### config.mk
export PLATFORM = sky130hd
export DESIGN_NAME = rba_rx_buffer_accounting
export DESIGN_NICKNAME = d
export VERILOG_FILES = /design/src/design/rba_pkg.sv /design/src/design/rba_rx_buffer_accounting.sv
export SDC_FILE = /design/constraint.sdc
export NUM_CORES = 1
export LEC_CHECK = 0
export ABC_AREA = 1
export BUFFER_PORTS_ARGS = -buffer_cell sky130_fd_sc_hd__buf_2
export CAP_MARGIN = 20
export CORE_MARGIN = 2
export CORE_UTILIZATION = 58
export DETAILED_ROUTE_END_ITERATION = 12
export GPL_TIMING_DRIVEN = 0
export PLACE_DENSITY = 0.79
export SLEW_MARGIN = 20
export SYNTH_ARGS = -nofsm -noshare
export SYNTH_HDL_FRONTEND = slang
export SYNTH_SLANG_ARGS = --single-unit
### constraint.sdc
create_clock -name pclk -period 4 [get_ports pclk]
set_input_delay 0.2 -clock pclk [delete_from_list [all_inputs] [get_ports pclk]]
set_output_delay 0.2 -clock pclk [all_outputs]
set_load 0.05 [all_outputs]
### src/design/rba_pkg.sv
package rba_pkg;
	localparam int RBA_NUM_CHAN = 8;
	localparam int RBA_ADDR_W = 8;
	// Register byte offsets
	localparam logic [7:0] RBA_OFFSET_ADDR = 8'h00;
	localparam logic [7:0] RBA_LOW_LEVEL_ADDR = 8'h04;
	localparam logic [7:0] RBA_FC_ENABLE_ADDR = 8'h08;
	localparam logic [7:0] RBA_PAUSE_BASE = 8'h20;
	localparam logic [7:0] RBA_FREE_BASE = 8'h40;
	// Field positions
	localparam int RBA_OFFSET_MSB = 15;
	localparam int RBA_LEVEL_MSB = 7;
	localparam int RBA_COUNT_MSB = 15;
	// Reset values
	localparam logic [15:0] RBA_OFFSET_RST = 16'h0000;
	localparam logic [7:0] RBA_LEVEL_RST = 8'h00;
	localparam logic [15:0] RBA_COUNT_RST = 16'h0000;
	localparam logic [7:0] RBA_FC_EN_RST = 8'h00;
endpackage

### src/design/rba_rx_buffer_accounting.sv
// Overview of operation
// Copy the 16-bit global offset into each first frame descriptor.
// Frame data is placed after skipping offset bytes in first buffer.
// Offset zero means data starts at buffer byte one.
// Offset fifteen skips fifteen bytes; data starts at byte sixteen.
// One offset value serves every receive channel.
// One global 8-bit low priority drop level, reset zero.
// Software leaves drop level zero when no filtering is wanted.
// Eight per-channel 8-bit pause levels, reset zero.
// Drop level is compared with the channel free slot count.
// Pause level compared with channel free count when enabled.
// Writing a free count adds the value; count resets zero.
// Free counts wrap on overflow, no saturation or error.
// Software first loads each free count with available buffers.
// Each received frame subtracts its buffer count from its channel.
// Software writes back released buffers to replenish the count.
// Low priority frame dropped when count below nonzero level.
// Pause asserted while count below level, released when recovered.
//
// Implementation choices: register access over APB and the placing of the registers.
module rba_rx_buffer_accounting
#(
	parameter int NUM_CHAN = rba_pkg::RBA_NUM_CHAN
)
(
	input wire logic pclk,
	input wire logic presetn,
	input wire logic psel,
	input wire logic penable,
	input wire logic pwrite,
	input wire logic [rba_pkg::RBA_ADDR_W-1:0] paddr,
	input wire logic [31:0] pwdata,
	input wire logic [3:0] pstrb,
	output logic [31:0] prdata,
	output logic pready,
	output logic pslverr,
	input wire logic frame_done,
	input wire logic [2:0] frame_chan,
	input wire logic [15:0] frame_bufs,
	input wire logic frame_low_prio,
	output logic [15:0] desc_data_start_offset,
	output logic frame_accept,
	output logic frame_drop,
	output logic [NUM_CHAN-1:0] chan_pause
);
	import rba_pkg::*;

	logic [15:0] offset_r;
	logic [7:0] drop_level_r;
	logic [7:0] fc_enable_r;
	logic [7:0] pause_level_r [NUM_CHAN];
	logic [15:0] free_r [NUM_CHAN];
	logic [15:0] free_nxt [NUM_CHAN];
	logic wr_access;
	logic rd_access;
	logic addr_ok;
	logic [31:0] rd_mux;
	logic drop_now;

	assign wr_access = psel && penable && pwrite;
	assign rd_access = psel && penable && !pwrite;

	// Single wait-free access: ready rises in access phase
	always_ff @(posedge pclk or negedge presetn)
	begin
		if (!presetn)
			pready <= 1'b0;
		else
			pready <= psel && !penable;
	end

	// Read mux and address decode
	always_comb
	begin
		rd_mux = 32'h0000_0000;
		addr_ok = 1'b0;
		if (paddr == RBA_OFFSET_ADDR)
		begin
			rd_mux = {16'h0000, offset_r};
			addr_ok = 1'b1;
		end
		else if (paddr == RBA_LOW_LEVEL_ADDR)
		begin
			rd_mux = {24'h000000, drop_level_r};
			addr_ok = 1'b1;
		end
		else if (paddr == RBA_FC_ENABLE_ADDR)
		begin
			rd_mux = {24'h000000, fc_enable_r};
			addr_ok = 1'b1;
		end
		for (int i = 0; i < NUM_CHAN; i++)
		begin
			if (paddr == RBA_PAUSE_BASE + 8'(4 * i))
			begin
				rd_mux = {24'h000000, pause_level_r[i]};
				addr_ok = 1'b1;
			end
			if (paddr == RBA_FREE_BASE + 8'(4 * i))
			begin
				rd_mux = {16'h0000, free_r[i]};
				addr_ok = 1'b1;
			end
		end
	end

	always_ff @(posedge pclk or negedge presetn)
	begin
		if (!presetn)
		begin
			prdata <= 32'h0000_0000;
			pslverr <= 1'b0;
		end
		else if (psel && !penable)
		begin
			prdata <= pwrite ? 32'h0000_0000 : rd_mux;
			pslverr <= !addr_ok;
		end
	end

	// Global offset, one value for all channels
	always_ff @(posedge pclk or negedge presetn)
	begin
		if (!presetn)
			offset_r <= RBA_OFFSET_RST;
		else if (wr_access && pready && paddr == RBA_OFFSET_ADDR)
		begin
			if (pstrb[0])
				offset_r[7:0] <= pwdata[7:0];
			if (pstrb[1])
				offset_r[15:8] <= pwdata[15:8];
		end
	end

	always_ff @(posedge pclk or negedge presetn)
	begin
		if (!presetn)
		begin
			drop_level_r <= RBA_LEVEL_RST;
			fc_enable_r <= RBA_FC_EN_RST;
		end
		else if (wr_access && pready && pstrb[0])
		begin
			if (paddr == RBA_LOW_LEVEL_ADDR)
				drop_level_r <= pwdata[RBA_LEVEL_MSB:0];
			if (paddr == RBA_FC_ENABLE_ADDR)
				fc_enable_r <= pwdata[7:0];
		end
	end

	// Next free count: add software write, subtract frame buffers
	always_comb
	begin
		for (int i = 0; i < NUM_CHAN; i++)
		begin
			free_nxt[i] = free_r[i];
			if (wr_access && pready && paddr == RBA_FREE_BASE + 8'(4 * i))
				free_nxt[i] = free_nxt[i] + {pstrb[1] ? pwdata[15:8] : 8'h00,
					pstrb[0] ? pwdata[7:0] : 8'h00};
			if (frame_done && frame_chan == 3'(i))
				free_nxt[i] = free_nxt[i] - frame_bufs;
		end
	end

	genvar g;
	generate
		for (g = 0; g < NUM_CHAN; g++)
		begin : g_chan
			always_ff @(posedge pclk or negedge presetn)
			begin
				if (!presetn)
				begin
					pause_level_r[g] <= RBA_LEVEL_RST;
					free_r[g] <= RBA_COUNT_RST;
					chan_pause[g] <= 1'b0;
				end
				else
				begin
					if (wr_access && pready && pstrb[0]
						&& paddr == RBA_PAUSE_BASE + 8'(4 * g))
						pause_level_r[g] <= pwdata[RBA_LEVEL_MSB:0];
					free_r[g] <= free_nxt[g];
					chan_pause[g] <= fc_enable_r[g]
						&& (free_r[g] < {8'h00, pause_level_r[g]});
				end
			end

		end
	endgenerate

	// Low priority filter decision for the arriving frame
	assign drop_now = frame_low_prio && (drop_level_r != 8'h00)
		&& (free_r[frame_chan] < {8'h00, drop_level_r});

	always_ff @(posedge pclk or negedge presetn)
	begin
		if (!presetn)
		begin
			frame_accept <= 1'b0;
			frame_drop <= 1'b0;
			desc_data_start_offset <= RBA_OFFSET_RST;
		end
		else
		begin
			frame_accept <= frame_done && !drop_now;
			frame_drop <= frame_done && drop_now;
			if (frame_done)
				desc_data_start_offset <= offset_r;
		end
	end
endmodule

### Yosys cells after proc, flatten, opt, wreduce, memory -nomap -nowiden

Cells that the tools add are included.

| cells by class | value |
|---|---|
| add/sub/neg operators | 16 |
| eq/ne operators | 25 |
| reduce and logical (&&, ||, !) cells | 52 |
| muxes and demuxes | 60 |
| bitwise gates (word level) | 1 |
| order comparisons | 10 |

Operator list:

| cell | count |
|---|---|
| $mux 32 | 19 |
| $mux 16 | 18 |
| $lt 16x8->1 | 9 |
| $add 16x16->16 | 8 |
| $sub 16x16->16 | 8 |
| $eq 8x6->1 const B | 8 |
| $eq 8x7->1 const B | 8 |
| $bmux 16 s3 | 1 |
| $logic_and 1x1->1 | 42 |
| $mux 8 | 3 |
| $mux 1 | 19 |
| $eq 3x3->1 const B | 4 |
| $eq 8x3->1 const B | 1 |
| $eq 8x4->1 const B | 1 |
| $logic_not 8->1 | 1 |
| $reduce_and 2->1 | 4 |
| $reduce_bool 8->1 | 1 |
| $eq 3x2->1 const B | 2 |
| $ge 4x4->1 const B | 1 |
| $not 3->4 | 1 |
| $eq 3x1->1 const B | 1 |
| $logic_not 1->1 | 3 |
| $logic_not 3->1 | 1 |

| storage, ports and cells | value |
|---|---|
| word-level logic and storage cells | 198 |
| output and inout port bits | 60 |
| bits in registers | 284 |

### Longest topological paths before layout

| depth | value |
|---|---|
| depth after elaboration | 21 |
| gate-level depth with buffers | 33 |
| depth with buffers taken out | 32 |

### Worst setup path after synthesis

OpenSTA, ideal clock, no wires.

| path | value |
|---|---|
| path type | input port to flip-flop |
| from | in pstrb[0] |
| to | reg free_r[95] in the netlist's numbering |
| path slack | -0.238 ns |
| data required time | 3.882 ns |
| library setup time | 0.118 ns |
| data arrival time | 4.120 ns |
| stages | 24 |
| path through | clkbuf_1 > nand2_1 > inv_1 > ha_1 > inv_1 > fa_1 > nand3b_1 > and2_1 > inv_1 > a21oi_1 > or2_2 > nand2_1 > a21oi_1 > xor2_1 > o21ai_0 > ha_1 > a21oi_1 > o21ai_0 > a2111oi_0 > nand3_1 > nand3_1 > xor2_1 > xor2_1 > inv_1 |

RTL lines:

| item | RTL line | RTL |
|---|---|---|
| start: declaration | rba_rx_buffer_accounting.sv:33 | `input wire logic [3:0] pstrb,` |
| end signal: indexed assignment | rba_rx_buffer_accounting.sv:182 | `free_r[g] <= free_nxt[g];` |
| end: declaration | rba_rx_buffer_accounting.sv:52 | `logic [15:0] free_r [NUM_CHAN];` |

==> impl_metrics.env <==
export IMPL_synth_ff_type="dfrtp_1"
export IMPL_rsz0062_at_grt="yes"
export IMPL_grt_total_usage_pct=42.4
export IMPL_setup_violations=0
export IMPL_period_needed_ns=3.93
export IMPL_crit_path_frequent_cell="nand2_1"
export IMPL_ys_seq_area_share_pct=25.4
export IMPL_synth_edf_count=0
export IMPL_drt_vias_per_instance=6.07
export IMPL_grt_start_max_net_pins=90
export IMPL_fp_row_count=78
export IMPL_gp_congestion=1.02
export IMPL_port_buffers=90
export IMPL_powerDensity_nw_per_um2=631
export IMPL_tightest_slew_ns=1.34
export IMPL_synth_distinct_cells=62
export IMPL_dieArea_um2=47200
export IMPL_wl_mm=104
export IMPL_grt_pass1_wl_mm=150
export IMPL_antenna_left=0
export IMPL_p_leak_uw=0.0149
export IMPL_layout_setup_ws_ns=0.0698
export IMPL_cts_tree="yes"
export IMPL_synthArstFlopShare_pct=100
export IMPL_skew_ns=0.0266
export IMPL_post_place_ws_ns=-1.75
export IMPL_first_global_vias=25542
export IMPL_cpMaxStageDelayCell="dfrtp_1"
export IMPL_grt_overflow=0
export IMPL_timing_max_transition_violations_final=0
export IMPL_layout_drive_gt1_share_pct=13.1
export IMPL_first_pass_iters=9
export IMPL_vias=28665
export IMPL_synth_top_area_share_pct=25.4
export IMPL_cts_root_buf="clkbuf_16"
export IMPL_cap_violations=0
export IMPL_die_w_um=217
export IMPL_switching_power_uw=9510
export IMPL_first_iter_violations=3493
export IMPL_syn_area_per_cell_um2=6.83
export IMPL_drc=0
export IMPL_worstSetupStartpoint="free_r[87]$_DFF_PN0_"
export IMPL_hold_class="input port to flop"
export IMPL_cp_data_required_time_ns=4.45
export IMPL_p_sw_share_pct=49.0
export IMPL_htree_levels=2
export IMPL_hold_worst_slack_ns=0.0278
export IMPL_area_growth_pct=16.7
export IMPL_yosys_register_bits=268
export IMPL_p_seq_share_pct=23.3
export IMPL_cts_max_path_buffers=3
export IMPL_end_kind="flop"
export IMPL_path_clk_slew_ns=0.06
export IMPL_grt_antenna_before_repair=0
export IMPL_final_common_cell="nand2_1"
export IMPL_clkPwrFrac_pct=17.1
export IMPL_start_util_pct=58.5
export IMPL_holdCritStartpoint="pwdata[1]"
export IMPL_hold_violations=0
export IMPL_final_util_pct=68.2
export IMPL_die_h_um=217
export IMPL_peakVddDrop_mv=0.362
export IMPL_numCtsBuffers=34
export IMPL_wl_per_cell_um=22.1
export IMPL_syn_area_um2=26400
export IMPL_synthCells=3861
export IMPL_hpwl_mm=74.3
export IMPL_combPwrFrac_pct=59.6
export IMPL_rr_startpoint="free_r[87]$_DFF_PN0_"
export IMPL_netlist_top_cells_area="dfrtp_1 (25%), nand2_1 (17%), ha_1 (14%), o21ai_0 (6.5%), inv_1 (5.9%)"
export IMPL_status="complete, no violations"
export IMPL_coreArea_um2=45100
export IMPL_yosys_area_top_type="dfrtp_1"
export IMPL_clock_latency_ns=0.57
export IMPL_critPathArrivalTime_ns=4.39
export IMPL_maxSlewHeadroom_pct=10.6
export IMPL_worstPathCellList="ha_2 > a21oi_1 > o21ai_0 > nand2_1 > o2111ai_1 > nand2_1 > nand2_1 > a21oi_1 > xor2_1 > o21ai_1 > ha_1 > nand2_1 > nor2_1 > a2111oi_4 > nand2_1 > nand2_1 > nand3_2 > xor2_1 > xor2_1 > inv_1"
export IMPL_critPathBufInv=1
export IMPL_fin_nets=4489
export IMPL_fmax_ghz=0.254
export IMPL_crit_family="compound AO/OA/AOI/OAI gates"
export IMPL_ios=130
export IMPL_intPower_uw=9910
export IMPL_final_cell_mix="nand2_1 (1178), inv_1 (392), o21ai_0 (320)"
export IMPL_yosysWarningCount=0
export IMPL_crit_type="flop to flop"
export IMPL_cpPeakStageDelay_ns=0.60
export IMPL_path_max_fanout=6
export IMPL_period_share_pct=98.3
export IMPL_worstSetupStartpointType="flop"
export IMPL_clock_sinks=268
-- repair_timing --
item / in CTS / in global routing
gates resized for setup: 60 / 179
hold buffers: 18 / 0
setup endpoints to repair: 48 / 23
gates cloned: 0 / 0
pin swaps: 18 / 62
endpoints found under the hold margin: 210 / 0
setup buffers: 41 / 36
-- power by group through the flow --
stage          registers [uW]  logic [uW]  clock network, uW
5_1_grt                  4530       12900               3410
4_1_cts                  4430       10300               3290
3_3_place_gp             4470        9790                  0
3_5_place_dp             4480        9950                  0
6_report                 4510       11600               3330
2_1_floorplan            3970        7850                  0
-- state kept, by name (all words and copies together), names as in the netlist --
register,cells
chan_pause,8
frame_accept,1
free_r,128
frame_drop,1
pslverr,1
desc_data_start_offset,16
drop_level_r,8
pready,1
pause_level_r,64
prdata,16
offset_r,16
fc_enable_r,8
-- routing by layer --
metal	routed length, um	track usage (%)	vias up
li1	-	-	13421
met4	5180	18.3	0
met2	42800	61.6	1674
met3	14600	14.0	290
met1	41700	57.5	13280
met5	0	0	-
-- area by class of cell --
| type | instances | area, um^2 |
|---|---|---|
| Clock inverter | 16 | 238 |
| Multi-Input combinational cell | 3076 | 18500 |
| Fill cell | 3856 | 14300 |
| Sequential cell | 268 | 6750 |
| Buffer | 95 | 490 |
| Tap cell | 600 | 751 |
| Clock buffer | 40 | 905 |
| Inverter | 437 | 1700 |
| Timing Repair Buffer | 188 | 1430 |
| Antenna cell | 2 | 5.00 |
-- cell usage after synthesis (all sizes together) (9+ instances only) --
cell type,count
nor4,10
o31ai,9
nand4,41
o21ai,389
fa,16
o2111ai,35
a21boi,10
o22ai,23
or2,30
nor2,212
nor3,35
a21o,9
o211ai,23
nand3,179
a21oi,294
inv,432
dfrtp,268
clkbuf,50
o21bai,18
a31oi,20
nand2,1194
ha,303
buf,45
xnor2,35
nand3b,10
xor2,98
-- kinds of logic after synthesis --
kind of cell	Yosys count	share of synthesized area [%]
buf+inv	532	8.06
fa+ha+maj	319	15.6
xor+xnor	133	4.42
compound gates	872	18.5
other cells	1	0.0142
flops	268	25.4
simple gates	1720	27.3
mux	16	0.645
-- final timing paths --
| check | to | slack (ns) | cells past startpoint |
|---|---|---|---|
| max | free_r[95]$_DFF_PN0_ | 0.07 | 20 |
| min | pause_level_r[9]$_DFFE_PN0P_ | 0.03 | 3 |
| max reg2reg | free_r[95]$_DFF_PN0_ | 0.07 | 20 |
| min reg2reg | desc_data_start_offset[2]$_DFFE_PN0P_ | 0.48 | 2 |
| max in group asynchronous | free_r[49]$_DFF_PN0_ | 2.72 | 4 |
| min in group asynchronous | prdata[13]$_DFFE_PN0P_ | 0.07 | 2 |
-- worst register-to-register path: cells and delay by family, from the launching register on --
| family | cells | cell delay [ns] |
|---|---|---|
| AO/OA/AOI/OAI | 6 | 1.06 |
| XOR/XNOR | 3 | 0.58 |
| adder cells (fa/ha/maj) | 2 | 0.75 |
| buffers and inverters | 1 | 0.05 |
| flip-flops | 1 | 0.60 |
| AND/OR/NAND/NOR | 8 | 0.79 |
-- through the flow --
stage | TNS (ns) | cell area [um^2] | total power (uW) | instances
6_report | 0 | 30800 | 19400 | 4722
5_1_grt | -0.406 | 30800 | 20800 | 4720
4_1_cts | -0.0385 | 29600 | 18000 | 4684
3_5_place_dp | -55.28 | 27700 | 14400 | 4569
3_3_place_gp | -663.04 | 27600 | 14300 | 4566
2_1_floorplan | 0 | 26400 | 11800 | 3876
Note: power is estimated with default switching activity, not from simulation.
